File: config.mk
export PLATFORM = sky130hd
export DESIGN_NAME = wdt_watchdog_timeout_reset
export DESIGN_NICKNAME = d
export VERILOG_FILES = /design/src/wdt_watchdog_timeout_reset.v /design/src/wdt_tick_sync.v
export VERILOG_INCLUDE_DIRS = /design/src
export SDC_FILE = /design/constraint.sdc
export NUM_CORES = 1
export LEC_CHECK = 0
export BUFFER_PORTS_ARGS = -buffer_cell sky130_fd_sc_hd__clkbuf_2
export CORE_MARGIN = 1
export CORE_UTILIZATION = 30
export CTS_BUF_LIST = sky130_fd_sc_hd__clkbuf_16
export CTS_CLUSTER_DIAMETER = 150
export DETAILED_ROUTE_END_ITERATION = 7
export GPL_ROUTABILITY_DRIVEN = 0
export SLEW_MARGIN = 10
export SYNTH_ARGS = -nofsm -noshare
export SYNTH_HDL_FRONTEND = slang
export SYNTH_SLANG_ARGS = --single-unit
export TNS_END_PERCENT = 50
File: constraint.sdc
create_clock -name clk_in -period 2.58 [get_ports clk_in]
set_input_delay 0.516 -clock clk_in [delete_from_list [all_inputs] [get_ports clk_in]]
set_output_delay 0.516 -clock clk_in [all_outputs]
set_load 0.02 [all_outputs]
File: src/wdt_defines.vh
`ifndef WDT_DEFINES_VH
`define WDT_DEFINES_VH

// ****************************************************************
// Register map (byte addresses on the APB bus)
// ****************************************************************
`define WDT_ADDR_W 8
`define WDT_OFS_RESET_CAUSE 8'h00
`define WDT_OFS_OPTIONS_FIRST 8'h04
`define WDT_OFS_OPTIONS_SECOND 8'h08
`define WDT_OFS_STATUS 8'h0c

// ****************************************************************
// Field positions
// ****************************************************************
`define WDT_BIT_ENABLE 7
`define WDT_BIT_TIMEOUT_SEL 6
`define WDT_BIT_CLOCK_SEL 7
`define WDT_BIT_CAUSE_POWER 7
`define WDT_BIT_CAUSE_WATCHDOG 5
`define WDT_BIT_LOCK_FIRST 24
`define WDT_BIT_LOCK_SECOND 25
`define WDT_BIT_RESET_ACTIVE 31

// ****************************************************************
// Reset values
// ****************************************************************
`define WDT_RST_ENABLE 1'b1
`define WDT_RST_TIMEOUT_SEL 1'b1
`define WDT_RST_CLOCK_SEL 1'b0
`define WDT_RST_WORD 32'h00000000

// ****************************************************************
// Counter and overflow counts (powers of two)
// ****************************************************************
`define WDT_CNT_W 18
`define WDT_LIMIT_ONE 19'h00001
`define WDT_CNT_ONE 18'h00001
`define WDT_CNT_ZERO 18'h00000
`define WDT_EXP_INT_SHORT 10
`define WDT_EXP_INT_LONG 13
`define WDT_EXP_BUS_SHORT 13
`define WDT_EXP_BUS_LONG 18

// ****************************************************************
// Timing
// ****************************************************************
`define WDT_CLK_PERIOD_NS 10
`define WDT_TICK_PERIOD_NS 1000000
`define WDT_RESET_PULSE_CYCLES 16
`define WDT_PULSE_W 8
`define WDT_PULSE_ONE 8'h01
`define WDT_PULSE_ZERO 8'h00

`endif

File: src/wdt_watchdog_timeout_reset.v
// How it works
// - When enabled, reaching the selected overflow count before a service write forces a system reset.
// - Any reset, including the watchdog's own, sets the enable bit again.
// - With the enable bit clear the counter stays at zero and never fires.
// - Writing any value to the reset cause address clears the counter and leaves that register unchanged.
// - The clock select bit picks the internal slow tick at 0 and the bus clock at 1.
// - On the internal tick the timeout select gives 2^10 ticks at 0 and 2^13 ticks at 1.
// - On the bus clock the timeout select gives 2^13 cycles at 0 and 2^18 cycles at 1.
// - After reset the internal tick and the long timeout are selected.
// - Internal timeouts are tick counts, so their real time scales with the internal tick period (1 ms nominal).
// - Each option register takes only its first write after reset, so software writes both early.
// - That first write to either option register also clears the counter.
// - In background debug mode the counter holds.
// - On the bus clock the counter freezes in stop mode and resumes from its held value.
// - On the internal tick the counter is cleared on stop entry and restarts from zero after stop.
// - A watchdog reset sets the watchdog bit of the reset cause register.
//
// The address map and the APB slave port are this design's own decisions.
`timescale 1ns/1ps
`default_nettype none
`include "wdt_defines.vh"

module wdt_watchdog_timeout_reset #(
    parameter RESET_PULSE_CYCLES = `WDT_RESET_PULSE_CYCLES
) (
    // Clock and reset
    input wire clk_in,
    input wire rst_n_in,
    // APB slave
    input wire psel_in,
    input wire penable_in,
    input wire pwrite_in,
    input wire [`WDT_ADDR_W-1:0] paddr_in,
    input wire [31:0] pwdata_in,
    output wire pready_out,
    output reg [31:0] prdata_out,
    output reg pslverr_out,
    // Internal slow clock source
    input wire slow_clk_in,
    // Processor state, same clock domain
    input wire stop_mode_in,
    input wire debug_mode_in,
    // System reset request and status
    output reg system_reset_out,
    output wire watchdog_enable_out
);

// ****************************************************************
// Reset synchroniser
// ****************************************************************
reg rst_meta;
reg rst_n_sync;

always @(posedge clk_in or negedge rst_n_in) begin
    if (!rst_n_in) begin
        rst_meta <= 1'b0;
        rst_n_sync <= 1'b0;
    end else begin
        rst_meta <= 1'b1;
        rst_n_sync <= rst_meta;
    end
end

// ****************************************************************
// Overflow count selection
// ****************************************************************
// The returned value is the count at which the watchdog fires. On the
// internal tick it is a number of ticks, never a number of bus cycles.
function [`WDT_CNT_W:0] overflow_limit;
    input clock_sel;
    input timeout_sel;
    begin
        if (clock_sel) begin
            if (timeout_sel) begin
                overflow_limit = `WDT_LIMIT_ONE << `WDT_EXP_BUS_LONG;
            end else begin
                overflow_limit = `WDT_LIMIT_ONE << `WDT_EXP_BUS_SHORT;
            end
        end else begin
            if (timeout_sel) begin
                overflow_limit = `WDT_LIMIT_ONE << `WDT_EXP_INT_LONG;
            end else begin
                overflow_limit = `WDT_LIMIT_ONE << `WDT_EXP_INT_SHORT;
            end
        end
    end
endfunction

// ****************************************************************
// Slow tick
// ****************************************************************
wire slow_tick;

wdt_tick_sync i_wdt_tick_sync (
    .clk_in(clk_in),
    .rst_n_in(rst_n_sync),
    .slow_clk_in(slow_clk_in),
    .tick_out(slow_tick)
);

// ****************************************************************
// State
// ****************************************************************
reg watchdog_enable;
reg watchdog_timeout_select;
reg watchdog_clock_select;
reg lock_first;
reg lock_second;
reg cause_power;
reg cause_watchdog;
reg [`WDT_CNT_W-1:0] watchdog_count;
reg [`WDT_PULSE_W-1:0] pulse_count;

reg [`WDT_CNT_W-1:0] next_watchdog_count;
reg [31:0] next_read_word;
reg next_error;
reg advance;
reg clear_count;
reg fire;

wire setup_phase;
wire write_access;
wire hit_cause;
wire hit_first;
wire hit_second;
wire hit_status;
wire first_write_first;
wire first_write_second;
wire service_write;
wire pulse_active;
wire [`WDT_CNT_W:0] count_plus;
wire [`WDT_CNT_W:0] limit;

assign pulse_active = system_reset_out;
assign watchdog_enable_out = watchdog_enable;

// ****************************************************************
// APB decode
// ****************************************************************
// The slave never inserts wait states; read data and the error flag are
// captured in the setup cycle so they come from flip-flops in the access.
assign pready_out = 1'b1;
assign setup_phase = psel_in & ~penable_in;
assign write_access = psel_in & penable_in & pwrite_in & ~pulse_active;

assign hit_cause = (paddr_in == `WDT_OFS_RESET_CAUSE);
assign hit_first = (paddr_in == `WDT_OFS_OPTIONS_FIRST);
assign hit_second = (paddr_in == `WDT_OFS_OPTIONS_SECOND);
assign hit_status = (paddr_in == `WDT_OFS_STATUS);

assign first_write_first = write_access & hit_first & ~lock_first;
assign first_write_second = write_access & hit_second & ~lock_second;
assign service_write = write_access & hit_cause;

always @* begin
    next_read_word = `WDT_RST_WORD;
    next_error = 1'b0;
    if (hit_cause) begin
        next_read_word[`WDT_BIT_CAUSE_POWER] = cause_power;
        next_read_word[`WDT_BIT_CAUSE_WATCHDOG] = cause_watchdog;
    end else if (hit_first) begin
        next_read_word[`WDT_BIT_ENABLE] = watchdog_enable;
        next_read_word[`WDT_BIT_TIMEOUT_SEL] = watchdog_timeout_select;
    end else if (hit_second) begin
        next_read_word[`WDT_BIT_CLOCK_SEL] = watchdog_clock_select;
    end else if (hit_status) begin
        next_read_word[`WDT_CNT_W-1:0] = watchdog_count;
        next_read_word[`WDT_BIT_LOCK_FIRST] = lock_first;
        next_read_word[`WDT_BIT_LOCK_SECOND] = lock_second;
        next_read_word[`WDT_BIT_RESET_ACTIVE] = pulse_active;
    end else begin
        next_error = 1'b1;
    end
end

always @(posedge clk_in or negedge rst_n_sync) begin
    if (!rst_n_sync) begin
        prdata_out <= `WDT_RST_WORD;
        pslverr_out <= 1'b0;
    end else if (setup_phase) begin
        prdata_out <= next_read_word;
        pslverr_out <= next_error;
    end
end

// ****************************************************************
// Option registers, write once
// ****************************************************************
// The watchdog's own reset returns the options to their defaults and
// unlocks them, just as a pin or power-on reset does.
always @(posedge clk_in or negedge rst_n_sync) begin
    if (!rst_n_sync) begin
        watchdog_enable <= `WDT_RST_ENABLE;
        watchdog_timeout_select <= `WDT_RST_TIMEOUT_SEL;
        watchdog_clock_select <= `WDT_RST_CLOCK_SEL;
        lock_first <= 1'b0;
        lock_second <= 1'b0;
    end else if (pulse_active) begin
        watchdog_enable <= `WDT_RST_ENABLE;
        watchdog_timeout_select <= `WDT_RST_TIMEOUT_SEL;
        watchdog_clock_select <= `WDT_RST_CLOCK_SEL;
        lock_first <= 1'b0;
        lock_second <= 1'b0;
    end else begin
        if (first_write_first) begin
            watchdog_enable <= pwdata_in[`WDT_BIT_ENABLE];
            watchdog_timeout_select <= pwdata_in[`WDT_BIT_TIMEOUT_SEL];
            lock_first <= 1'b1;
        end
        if (first_write_second) begin
            watchdog_clock_select <= pwdata_in[`WDT_BIT_CLOCK_SEL];
            lock_second <= 1'b1;
        end
    end
end

// ****************************************************************
// Watchdog counter
// ****************************************************************
assign limit = overflow_limit(watchdog_clock_select, watchdog_timeout_select);
assign count_plus = {1'b0, watchdog_count} + `WDT_LIMIT_ONE;

always @* begin
    advance = 1'b0;
    clear_count = 1'b0;
    fire = 1'b0;
    next_watchdog_count = watchdog_count;
    // Step source: every bus cycle, or one step per slow tick.
    if (watchdog_clock_select) begin
        advance = 1'b1;
    end else begin
        advance = slow_tick;
    end
    if (debug_mode_in) begin
        advance = 1'b0;
    end
    if (stop_mode_in && watchdog_clock_select) begin
        advance = 1'b0;
    end
    if (stop_mode_in && !watchdog_clock_select) begin
        clear_count = 1'b1;
    end
    if (service_write) begin
        clear_count = 1'b1;
    end
    if (first_write_first || first_write_second) begin
        clear_count = 1'b1;
    end
    if (!watchdog_enable || pulse_active) begin
        clear_count = 1'b1;
    end
    // A service write in the firing cycle still rescues the system.
    if (clear_count) begin
        next_watchdog_count = `WDT_CNT_ZERO;
    end else if (advance) begin
        if (count_plus == limit) begin
            fire = 1'b1;
            next_watchdog_count = `WDT_CNT_ZERO;
        end else begin
            next_watchdog_count = count_plus[`WDT_CNT_W-1:0];
        end
    end
end

always @(posedge clk_in or negedge rst_n_sync) begin
    if (!rst_n_sync) begin
        watchdog_count <= `WDT_CNT_ZERO;
    end else begin
        watchdog_count <= next_watchdog_count;
    end
end

// ****************************************************************
// System reset pulse
// ****************************************************************
// The pulse lasts a fixed number of bus cycles so that the rest of the
// chip sees a clean reset even if it samples slowly.
always @(posedge clk_in or negedge rst_n_sync) begin
    if (!rst_n_sync) begin
        system_reset_out <= 1'b0;
        pulse_count <= `WDT_PULSE_ZERO;
    end else if (fire) begin
        system_reset_out <= 1'b1;
        pulse_count <= RESET_PULSE_CYCLES[`WDT_PULSE_W-1:0] - `WDT_PULSE_ONE;
    end else if (pulse_active) begin
        if (pulse_count == `WDT_PULSE_ZERO) begin
            system_reset_out <= 1'b0;
        end else begin
            pulse_count <= pulse_count - `WDT_PULSE_ONE;
        end
    end
end

// ****************************************************************
// Reset cause
// ****************************************************************
// Bus writes to this address never change it; only resets do.
always @(posedge clk_in or negedge rst_n_sync) begin
    if (!rst_n_sync) begin
        cause_power <= 1'b1;
        cause_watchdog <= 1'b0;
    end else if (fire) begin
        cause_power <= 1'b0;
        cause_watchdog <= 1'b1;
    end
end

endmodule // wdt_watchdog_timeout_reset

`default_nettype wire

File: src/wdt_tick_sync.v
`timescale 1ns/1ps
`default_nettype none

// ****************************************************************
// Internal slow clock sampled into the bus clock domain
// ****************************************************************
module wdt_tick_sync (
    // Clock and reset
    input wire clk_in,
    input wire rst_n_in,
    // Slow clock pin
    input wire slow_clk_in,
    // One-cycle pulse per slow clock rising edge
    output reg tick_out
);

reg sync_first;
reg sync_second;
reg sync_last;

// The first stage feeds only the second stage; the edge detector
// looks at the settled copy so metastability cannot fake a tick.
always @(posedge clk_in or negedge rst_n_in) begin
    if (!rst_n_in) begin
        sync_first <= 1'b0;
        sync_second <= 1'b0;
        sync_last <= 1'b0;
        tick_out <= 1'b0;
    end else begin
        sync_first <= slow_clk_in;
        sync_second <= sync_first;
        sync_last <= sync_second;
        tick_out <= sync_second & ~sync_last;
    end
end

endmodule // wdt_tick_sync

`default_nettype wire

# ---- Word-level counts from Yosys, hierarchy flattened
# Index checks and enable logic that the tools add are counted.
dict set report op_classes {
  n_addsub 2
  n_eq_ne 5
  n_mux 56
  bitwise 15
  n_reduce_logical 13
}
# op count
set op_table {}
lappend op_table {{$mux W18} 4}
lappend op_table {{$mux W19} 2}
lappend op_table {{$mux W1} 35}
lappend op_table {{$mux W10} 3}
lappend op_table {{$mux W8} 3}
lappend op_table {{$add A18 B1 Y19 const B} 1}
lappend op_table {{$eq A19 B19 Y1} 1}
lappend op_table {{$eq A8 B4 Y1 const B} 2}
lappend op_table {{$logic_not A8 Y1} 2}
lappend op_table {{$mux W14} 1}
lappend op_table {{$and A1 B1 Y1} 10}
lappend op_table {{$mux W2} 5}
lappend op_table {{$eq A8 B3 Y1 const B} 1}
lappend op_table {{$reduce_bool A2 Y1} 4}
lappend op_table {{$sub A8 B1 Y8 const B} 1}
lappend op_table {{$mux W7} 1}
lappend op_table {{$mux W6} 1}
lappend op_table {{$mux W5} 1}
lappend op_table {{$not A1 Y1} 5}
lappend op_table {{$logic_and A1 B1 Y1} 2}
lappend op_table {{$logic_not A1 Y1} 2}
lappend op_table {{$logic_or A1 B1 Y1} 2}
lappend op_table {{$ne A2 B2 Y1 const B} 1}
lappend op_table {{$reduce_and A2 Y1} 1}
dict set report totals {
  reg_bits 62
  input_bits 48
  out_inout_bits 36
  wordCells 109
}

# ---- Longest topological paths before layout
# Gate-level depths: netlist of the first run.
dict set report depth {
  depth_word 11
  ltp_mapped 9
  mapped_depth_nobuf 8
}

# ---- Cells and area by module
# From an unflattened synthesis of the first run, not the netlist that was laid out.
dict set report hier_totals {
  cells_unflattened 309
  area_unflattened_um2 3114.2
}
# mod instances cells_per_inst area_per_inst_um2 seq_area_each_um2
set by_module_without_submodules {}
lappend by_module_without_submodules {wdt_watchdog_timeout_reset 1 304 3000.4 1455.1}
lappend by_module_without_submodules {wdt_tick_sync 1 5 113.9 100.1}

# ---- Worst setup path after synthesis of the first run
# No wires, ideal clock.
dict set report synth_timing {
  kind {reg-to-reg}
  from {register watchdog_timeout_select}
  to {register watchdog_count[10]}
  setup_time_ps 152
  arrival_time_ps 1961
  required_time_ps 2428
  setup_slack_ps 467
  stages_incl_launch_ff 10
  n_path_buf 1
  period_less_slack_ps 2113
  cell_sequence {dfstp_2 > inv_1 > ha_1 > xor2_1 > and4_1 > o21ai_1 > a2111oi_4 > and3_1 > buf_2 > a211oi_1}
}
dict set report synth_between {
  elab_chain_len 6
  elab_cells_between_ends 7
  classes_between {1 x eq/ne; 6 x mux}
}
# element line_no
set synth_rtl {}
lappend synth_rtl {{from (decl)} wdt_watchdog_timeout_reset.v:105} ;# reg watchdog_timeout_select;
lappend synth_rtl {{from (signal assigned)} wdt_watchdog_timeout_reset.v:194} ;# watchdog_timeout_select <= `WDT_RST_TIMEOUT_SEL;
lappend synth_rtl {{from (signal assigned)} wdt_watchdog_timeout_reset.v:200} ;# watchdog_timeout_select <= `WDT_RST_TIMEOUT_SEL;
lappend synth_rtl {{from (signal assigned)} wdt_watchdog_timeout_reset.v:207} ;# watchdog_timeout_select <= pwdata_in[`WDT_BIT_TIMEOUT_SEL];
lappend synth_rtl {{$mux W14 or $mux W19 (tied branches)} {wdt_watchdog_timeout_reset.v:80, wdt_watchdog_timeout_reset.v:74}}
lappend synth_rtl {{$mux W19 *} wdt_watchdog_timeout_reset.v:73} ;# if (clock_sel) begin
lappend synth_rtl {{$eq A19 B19 Y1 *} wdt_watchdog_timeout_reset.v:256} ;# if (count_plus == limit) begin
lappend synth_rtl {{$mux W18 *} wdt_watchdog_timeout_reset.v:256}
lappend synth_rtl {{$mux W18 *} wdt_watchdog_timeout_reset.v:255} ;# end else if (advance) begin
lappend synth_rtl {{$mux W18 *} wdt_watchdog_timeout_reset.v:253} ;# if (clear_count) begin
lappend synth_rtl {{to (signal assigned)} wdt_watchdog_timeout_reset.v:267} ;# watchdog_count <= `WDT_CNT_ZERO;
lappend synth_rtl {{to (signal assigned)} wdt_watchdog_timeout_reset.v:269} ;# watchdog_count <= next_watchdog_count;
lappend synth_rtl {{to (decl)} wdt_watchdog_timeout_reset.v:111} ;# reg [`WDT_CNT_W-1:0] watchdog_count;
# Mark *: on every way between the ends. The rest lies on a longest branch, timed or not. The select of a mux whose other input is x is not followed.
# A chain may end at the register's enable or synchronous reset.

# ---- Worst setup path after layout of the first run
dict set report layout_timing {
  from {register watchdog_timeout_select}
  to {register cause_power}
}
dict set report layout_between {
  elab_chain_len 6
  elab_cells_between_ends 7
  classes_between {1 x eq/ne; 6 x mux}
}
# element line_no
set layout_rtl {}
lappend layout_rtl {{$mux W14 or $mux W19 (tied branches)} {wdt_watchdog_timeout_reset.v:80, wdt_watchdog_timeout_reset.v:74}}
lappend layout_rtl {{$mux W19 *} wdt_watchdog_timeout_reset.v:73}
lappend layout_rtl {{$eq A19 B19 Y1 *} wdt_watchdog_timeout_reset.v:256}
lappend layout_rtl {{$mux W1 *} wdt_watchdog_timeout_reset.v:256}
lappend layout_rtl {{$mux W1 *} wdt_watchdog_timeout_reset.v:255}
lappend layout_rtl {{$mux W1 *} wdt_watchdog_timeout_reset.v:253}
lappend layout_rtl {{to (signal assigned)} wdt_watchdog_timeout_reset.v:300} ;# cause_power <= 1'b1;
lappend layout_rtl {{to (signal assigned)} wdt_watchdog_timeout_reset.v:303} ;# cause_power <= 1'b0;
lappend layout_rtl {{to (decl)} wdt_watchdog_timeout_reset.v:109} ;# reg cause_power;
# Mark *: on every way between the ends. The rest lies on a longest branch, timed or not.

==> results of run 1 <==
worst max-delay path: stages (launching register included):
cell and delay (ns):
sky130_fd_sc_hd__dfstp_2 0.57, sky130_fd_sc_hd__inv_1 0.05, sky130_fd_sc_hd__ha_1 0.30, sky130_fd_sc_hd__xnor2_1 0.24, sky130_fd_sc_hd__xnor2_1 0.16, sky130_fd_sc_hd__a2111oi_4 0.46, sky130_fd_sc_hd__nand4_2 0.30, sky130_fd_sc_hd__and2_1 0.26
through the flow:
stage,cell area [um^2],hold slack [ns]
finish,3857,0.2556
global placement,3521,0.2822
floorplan,3167,0.2204
detailed placement,3521,0.2859
global route,3857,0.2864
CTS,3846,0.2882
repair_timing:
item	in CTS	in global routing
endpoints found under the hold margin	2	0
setup endpoints to repair	0	2
gates resized for setup	0	2
buffers inserted	0	0
hold buffers	1	0
area by class of cell:
class / count / area, um^2 / share of cell area, %
clock inverters: 7 / 90.09 / 2.335
inverters: 12 / 45.04 / 1.168
clock buffers: 9 / 225.2 / 5.838
flip-flops and latches: 62 / 1556 / 40.35
well taps: 133 / 166.4 / 4.314
multi-input cells: 218 / 1434 / 37.17
repair buffers: 57 / 340.3 / 8.823
placed cells by master (no fill, tap or decap), types with 9 or more instances in the layout:
master / Yosys / final
sky130_fd_sc_hd__a22o_1: 19 / 19
sky130_fd_sc_hd__xnor2_1: 16 / 16
sky130_fd_sc_hd__inv_1: 12 / 13
sky130_fd_sc_hd__a21oi_1: 9 / 9
sky130_fd_sc_hd__nand3_1: 9 / 9
sky130_fd_sc_hd__clkbuf_2: 0 / 41
sky130_fd_sc_hd__clkbuf_16: 0 / 9
sky130_fd_sc_hd__conb_1: 2 / 13
sky130_fd_sc_hd__nor2_1: 36 / 36
sky130_fd_sc_hd__nand2_1: 23 / 23
sky130_fd_sc_hd__dfrtp_1: 59 / 58
sky130_fd_sc_hd__xor2_1: 9 / 9
sky130_fd_sc_hd__buf_4: 12 / 14
power by group:
part           switching [W]  internal [W]
Combinational      0.0000600     0.0000231
Clock               0.000438      0.000838
Sequential        0.00000295      0.000980
Total               0.000501       0.00184
sequential cells by signal (all words and copies together) (netlist names):
name                         count
cause_watchdog                   1
i_wdt_tick_sync.sync_second      1
i_wdt_tick_sync.tick_out         1
prdata_out                      21
watchdog_clock_select            1
i_wdt_tick_sync.sync_last        1
cause_power                      1
pslverr_out                      1
rst_meta                         1
pulse_count                      8
system_reset_out                 1
lock_second                      1
lock_first                       1
watchdog_enable_out              1
i_wdt_tick_sync.sync_first       1
watchdog_timeout_select          1
watchdog_count                  18
rst_n_sync                       1
worst paths after layout:
kind,startpoint,end
setup / recovery,watchdog_timeout_select,cause_power
hold / removal,rst_n_sync,watchdog_count[17]
setup reg to reg,watchdog_timeout_select,cause_power
hold reg to reg,rst_n_sync,watchdog_count[17]
max in group asynchronous,rst_n_in,rst_n_sync
min in group clk_in,slow_clk_in,i_wdt_tick_sync.sync_first
cell families (layout without fill, tap and decap cells):
| family | after synthesis | count (layout) | share of synthesized area (%) |
|---|---|---|---|
| fa+ha+maj | 5 | 5 | 2.002 |
| mux | 5 | 5 | 2.042 |
| buf+inv | 38 | 85 | 6.205 |
| flops | 62 | 62 | 49.76 |
| other cells | 2 | 13 | 0.2403 |
| simple gates | 113 | 113 | 18.45 |
| xor+xnor | 25 | 25 | 7.006 |
| compound gates | 57 | 57 | 14.29 |
layer usage:
metal	vias up	global-route usage, %
li1	1164	-
met1	1169	17.46
met2	63	21.81
met3	10	4.323
met4	0	6.633
met5	-	0
==> summary.md, run 1 <==
| Metric | Value |
|---|---|
| Status | completed |
| DR DRC count | 0 |
| Final max-slew violation count | 0 |
| Leak | roughly 1.7 nW |
| Die outline width | ~100 um |
| Clock Latency Late Sink | 0.33 ns |
| Power per Cell Area | 607.1 nW/um^2 |
| Rows | 36 |
| Number of antenna repair diodes | 0 |
| Fin worst setup slack | 0.1621 ns |
| Element type at the critical path start | register |
| Clock tree from TritonCTS | built |
| Final standard cell utilization of the core | 38.75% |
| Hold Fails Final Rpt | 0 |
| Clk pin slew, worst setup/hold paths | 0.05 ns |
| Boundary Pins | 84 |
| Proportion of synthesized flip-flops having asynchronous set or reset | 100.0% |
| Top cells by instance count after synthesis | 59 x sky130_fd_sc_hd__dfrtp_1, 36 x sky130_fd_sc_hd__nor2_1, 23 x sky130_fd_sc_hd__nand2_1, 19 x sky130_fd_sc_hd__a22o_1, 16 x sky130_fd_sc_hd__xnor2_1 |
| Number of instances in the synthesized netlist | 307 |
| TritonCTS Buffers | 9 |
| Pin count of the biggest net entering global routing | 61 |
| # placed instances | 481 |
| Effective utilization at floorplan | a little under a third |
| Fin Clk Skew | 0.006553 ns |
| Minimum setup slack after placement | approximately 0.15 ns |
| DIE AREA | 10830 um^2 |
| Cell Area, Synth | 3125 um^2 |
| WP data required | about 2.8 ns |
| Final wirelength | 6.974 mm |
| Via density | 4.831 |
| Peak supply drop | around 0.00027 V |
| Dominant cells by area after synthesis | sky130_fd_sc_hd__dfrtp_1 47%, sky130_fd_sc_hd__a22o_1 5.3%, sky130_fd_sc_hd__xnor2_1 4.5% |
| Most frequent cell after synthesis | sky130_fd_sc_hd__dfrtp_1 |
| Max H-tree Level | 3 |
| Max Fanout on Critical Path | 7 |
| DR top layer | met4 |
| Total Neg Setup Slack | 0 ns |
| Layout net count | 413 |
| Fill cell instance count of the final layout | 977 |
| Area of the core | 9955 um^2 |
| Combined global-route utilization of all metal layers | 13.94% |
| Part of the cycle the worst path needs | 93.72% |
| Kind of critical path | register to register |
| DRC marker count from the first detailed-route iteration | between 100 and 150 |
| Cell chosen for the clock root | sky130_fd_sc_hd__clkbuf_16 |
| HPWL after detailed placement | 4.930 mm |
| Clock Path Buffers | 2 |
| Crit path time final | 2.418 ns |
| Share of post-route cells with drive strength above 1 | 23.56% |
| Post-route insts no fill | 498 |
| Main synth FF type | sky130_fd_sc_hd__dfrtp_1 |
| Transition time at the pin with the least slew margin | 0.6806 ns |
| Register-to-register path setup slack | 0.16 ns |
| Critical Path Sink Type | register |
| M1 WL | 3.207 mm |
| Vias in the first global route | 2397 |
| Number of setup violations in the final report | 0 |
| Number of maximum-capacitance constraint violations | 0 |
| Ys Warns | 0 |
| Power consumption | roughly 0.0023 W |
| Crit path DAT | 2.68 ns |
| Wire length of the first global-routing pass | 11.78 mm |
| Headroom to the max-slew limit | 54.21% |
| Avg Cell Area, Syn | 10.18 um^2 |
| Drt pass-1 iters | 4 |
| EDFF count, synth | 0 |
| Library cells used by synthesis | 51 |
| Share of the synthesized area in the top cell type | between 40% and 50% |
| Routed wire per std cell | 14.00 um |
| Area grow syn2layout | 23.42% |
| Wire length on met3 | ~360 um |
| Final global-route overflow total | 0 |
| Input/output buffers | 41 |
| Post-route antenna net violation count | 0 |
| Number of register bits inferred by synthesis | 62 |
| Worst Hold Class | register to asynchronous set/reset pin |
| Sequential area share after synthesis | 49.76% |
| Vias after detailed routing | 2406 |
| Reg2Reg Depth | 7 |
| Antenna violations before repair | 0 |
| Vert. Die Dim | 104.1 um |
| Clock sink count | just over 60 |
| Routed wl met2 | 3.261 mm |
| Highest Clock Rate | 413.6 MHz |
| Largest area contributor in the netlist | sky130_fd_sc_hd__dfrtp_1 |
Note: power is estimated with default switching activity, not from simulation.
==> run 2, diff against run 1 <==
--- a/config.mk
+++ b/config.mk
@@ -7,12 +7,15 @@
 export NUM_CORES = 1
 export LEC_CHECK = 0
 export BUFFER_PORTS_ARGS = -buffer_cell sky130_fd_sc_hd__clkbuf_2
+export CELL_PAD_IN_SITES_DETAIL_PLACEMENT = 1
+export CELL_PAD_IN_SITES_GLOBAL_PLACEMENT = 1
 export CORE_MARGIN = 1
 export CORE_UTILIZATION = 30
 export CTS_BUF_LIST = sky130_fd_sc_hd__clkbuf_16
 export CTS_CLUSTER_DIAMETER = 150
 export DETAILED_ROUTE_END_ITERATION = 7
 export GPL_ROUTABILITY_DRIVEN = 0
+export PLACE_DENSITY_LB_ADDON = 0.1
 export SLEW_MARGIN = 10
 export SYNTH_ARGS = -nofsm -noshare
 export SYNTH_HDL_FRONTEND = slang
==> summary.md, run 2 (synthesized netlist as in run 1, its figures left out) <==
| Metric | Value |
|---|---|
| Hold Fails Final Rpt | 0 (unchanged) |
| DRC marker count from the first detailed-route iteration | 146 (+32%) |
| Hold-fix buffers at CTS | 1 (unchanged) |
| Rows | 36 (unchanged) |
| Power per Cell Area | 600.0 nW/um^2 (-1.2%) |
| Clock Latency Late Sink | 0.33 ns (about the same) |
| Antenna violations before repair | 0 (unchanged) |
| Delay of the slowest critical-path stage | 0.53 ns (-0.04 ns) |
| Setup repair bufs after CTS | 0 (unchanged) |
| Transition time at the pin with the least slew margin | 0.8994 ns (+0.2188 ns) |
| Post-route insts no fill | 508 (+2.0%) |
| Leak | 1.722 nW (+1.9%) |
| Critical Path Sink Type | register |
| Layout net count | 423 (+2.4%) |
| Register-to-register path setup slack | 0.23 ns (+0.07 ns) |
| Vias in the first global route | 2581 (+7.7%) |
| Worst path bufs/invs | 1 (unchanged) |
| Drt pass-1 iters | 4 (unchanged) |
| Vert. Die Dim | 104.1 um (unchanged) |
| Status | completed |
| Max H-tree Level | 3 (unchanged) |
| Clock sink count | 62 (unchanged) |
| Cell family contributing the most delay on the critical path | compound AO/OA/AOI/OAI gates |
| Kind of critical path | register to register |
| Clk pin slew, worst setup/hold paths | 0.05 ns (about the same) |
| Crit path DAT | 2.54 ns (-0.14 ns) |
| Number of antenna repair diodes | 0 (unchanged) |
| Final global-route overflow total | 0 (unchanged) |
| Most common cell after layout, fill and taps aside | sky130_fd_sc_hd__dfrtp_1 |
| Clock tree from TritonCTS | built |
| Input/output buffers | 41 (unchanged) |
| DR DRC count | 0 (unchanged) |
| Worst R2R Start | watchdog_timeout_select |
| Fraction of power spent switching nets | 21.54% (+0.15 points) |
| Final standard cell utilization of the core | 39.25% (+0.50 points) |
| Part of the cycle the worst path needs | 90.96% (-2.8 points) |
| # placed instances | 491 (+2.1%) |
| Endpoint of the worst register-to-register path | pulse_count[6] |
| Number of setup violations in the final report | 0 (unchanged) |
| Effective utilization at floorplan | 31.40% (unchanged) |
| DIE AREA | 10830 um^2 (unchanged) |
| Highest Clock Rate | 426.1 MHz (+3.0%) |
| TritonCTS Buffers | 9 (unchanged) |
| Clock Path Buffers | 2 (unchanged) |
| Int Pwr | 0.001840 W (about the same) |
| Element type at the critical path start | register |
| Share of post-route cells with drive strength above 1 | 25.60% (+2.0 points) |
| Wire length of the first global-routing pass | 13.50 mm (+15%) |
| Total Neg Setup Slack | 0 ns (unchanged) |
| Boundary Pins | 84 (unchanged) |
| Logic gate share of total power | 3.3% (-0.2 points) |
| P_sw | 0.0005049 W (+0.80%) |
| RSZ-0062 raised after global routing | no |
| Peak supply drop | 0.0003069 V (+13%) |
| Reg2Reg Depth | 8 (+1) |
| Area grow syn2layout | 25.02% |
| HPWL after detailed placement | 5.837 mm (+18%) |
| Cell chosen for the clock root | sky130_fd_sc_hd__clkbuf_16 |
| Share of power burned in the clock network | 54.5% (about the same) |
| Share of power burned in registers | 42.2% (+0.2 points) |
| Post_cts resized | 0 (unchanged) |
| Highest-delay cell along the critical path | sky130_fd_sc_hd__dfstp_2 |
| Crit path time final | 2.347 ns (-0.07113 ns) |
| Final wirelength | 8.004 mm (+15%) |
| Max FFs per register | 21 (unchanged) |
| Post-route antenna net violation count | 0 (unchanged) |
| Fin Clk Skew | 0.004389 ns (-0.002164 ns) |
| Final-layout worst hold slack | 0.2612 ns (+0.005592 ns) |
| Vias after detailed routing | 2473 (+2.8%) |
| Pin count of the biggest net entering global routing | 27 (-56%) |
| Area of the core | 9955 um^2 (unchanged) |
| Worst Hold Class | register to asynchronous set/reset pin |
| Most frequent cells in the layout | 58 x sky130_fd_sc_hd__dfrtp_1, 41 x sky130_fd_sc_hd__clkbuf_2, 36 x sky130_fd_sc_hd__nor2_1 |
| Max Fanout on Critical Path | 6 (-1) |
| Final max-slew violation count | 0 (unchanged) |
| Via density | 4.868 (+0.76%) |
| Die outline width | 104.1 um (unchanged) |
| Headroom to the max-slew limit | 39.49% (-15 points) |
| Largest registers ranked by flip-flop count | prdata_out x21, watchdog_count x18, pulse_count x8 |
| Number of maximum-capacitance constraint violations | 0 (unchanged) |
| Worst path cell trace | inv_1 > ha_1 > xor2_1 > and4_1 > o21ai_1 > a2111oi_4 > and3_1 > a21oi_1 |
| WP data required | 2.77 ns (-0.07 ns) |
| Routed wire per std cell | 15.76 um (+13%) |
| Combined global-route utilization of all metal layers | 16.16% (+2.2 points) |
| Top reg by flops | prdata_out |
run 2: cell types whose count changed in the layout (fill, tap and decap cells not counted), sizes merged:
cell	previous run	this run
buf	15	25
inv	13	12
clkinvlp	3	2
clkinv	1	3
run 2: how the worst max path moves through the flow:
| stage | to | slack, ns | cells after the start | from |
|---|---|---|---|---|
| detailed placement | watchdog_count[13] | 0.23 | 6 | watchdog_count[1] |
| floorplan | watchdog_count[10] | 0.47 | 9 | watchdog_timeout_select |
| global route | watchdog_count[13] | 0.07 | 6 | watchdog_count[1] |
| finish | pulse_count[6] | 0.23 | 8 | watchdog_timeout_select |
| CTS | watchdog_count[13] | 0.22 | 8 | watchdog_timeout_select |
| global placement | pulse_count[6] | 0.25 | 6 | watchdog_count[1] |
run 2: per-stage QoR:
stage | instance area [um^2] | worst slack, ns | total power [W]
after floorplan | 3167 | 0.4672 | 0.001064
after global placement | 3583 | 0.2493 | 0.001085
after detailed placement | 3583 | 0.2341 | 0.001086
after CTS | 3908 | 0.2210 | 0.002381
after global routing | 3908 | 0.07192 | 0.002439
final | 3908 | 0.2332 | 0.002344
run 2: cell type report:
cell class	count	area (um^2)
Clock buffer	9	225.2
Clock inverter	7	88.84
Fill cell	1135	6047
Inverter	12	45.04
Multi-Input combinational cell	218	1423
Sequential cell	62	1556
Tap cell	133	166.4
Timing Repair Buffer	67	402.9
run 2: worst register-to-register path: stages (launching register included):
cell and delay (ns):
sky130_fd_sc_hd__dfstp_2 0.53, sky130_fd_sc_hd__inv_1 0.05, sky130_fd_sc_hd__ha_1 0.19, sky130_fd_sc_hd__xor2_1 0.19
sky130_fd_sc_hd__and4_1 0.22, sky130_fd_sc_hd__o21ai_1 0.09, sky130_fd_sc_hd__a2111oi_4 0.48, sky130_fd_sc_hd__and3_1 0.35
sky130_fd_sc_hd__a21oi_1 0.11
run 2: routing by layer:
metal	routed length, um	global-route usage, %	share of wire, %
met5	0	0	0
met4	109	6.122	1.4
met3	217	3.383	2.7
met2	3817	26.14	48
met1	3860	21.18	48
run 2: power by group through the flow:
stage / Combinational, W / Sequential, W / Clock, W
finish: 0.0000777 / 0.000990 / 0.00128
global route: 0.0000868 / 0.000991 / 0.00136
CTS: 0.0000793 / 0.000991 / 0.00131
detailed placement: 0.0000784 / 0.00101 / 0
global placement: 0.0000772 / 0.00101 / 0
floorplan: 0.0000489 / 0.00101 / 0
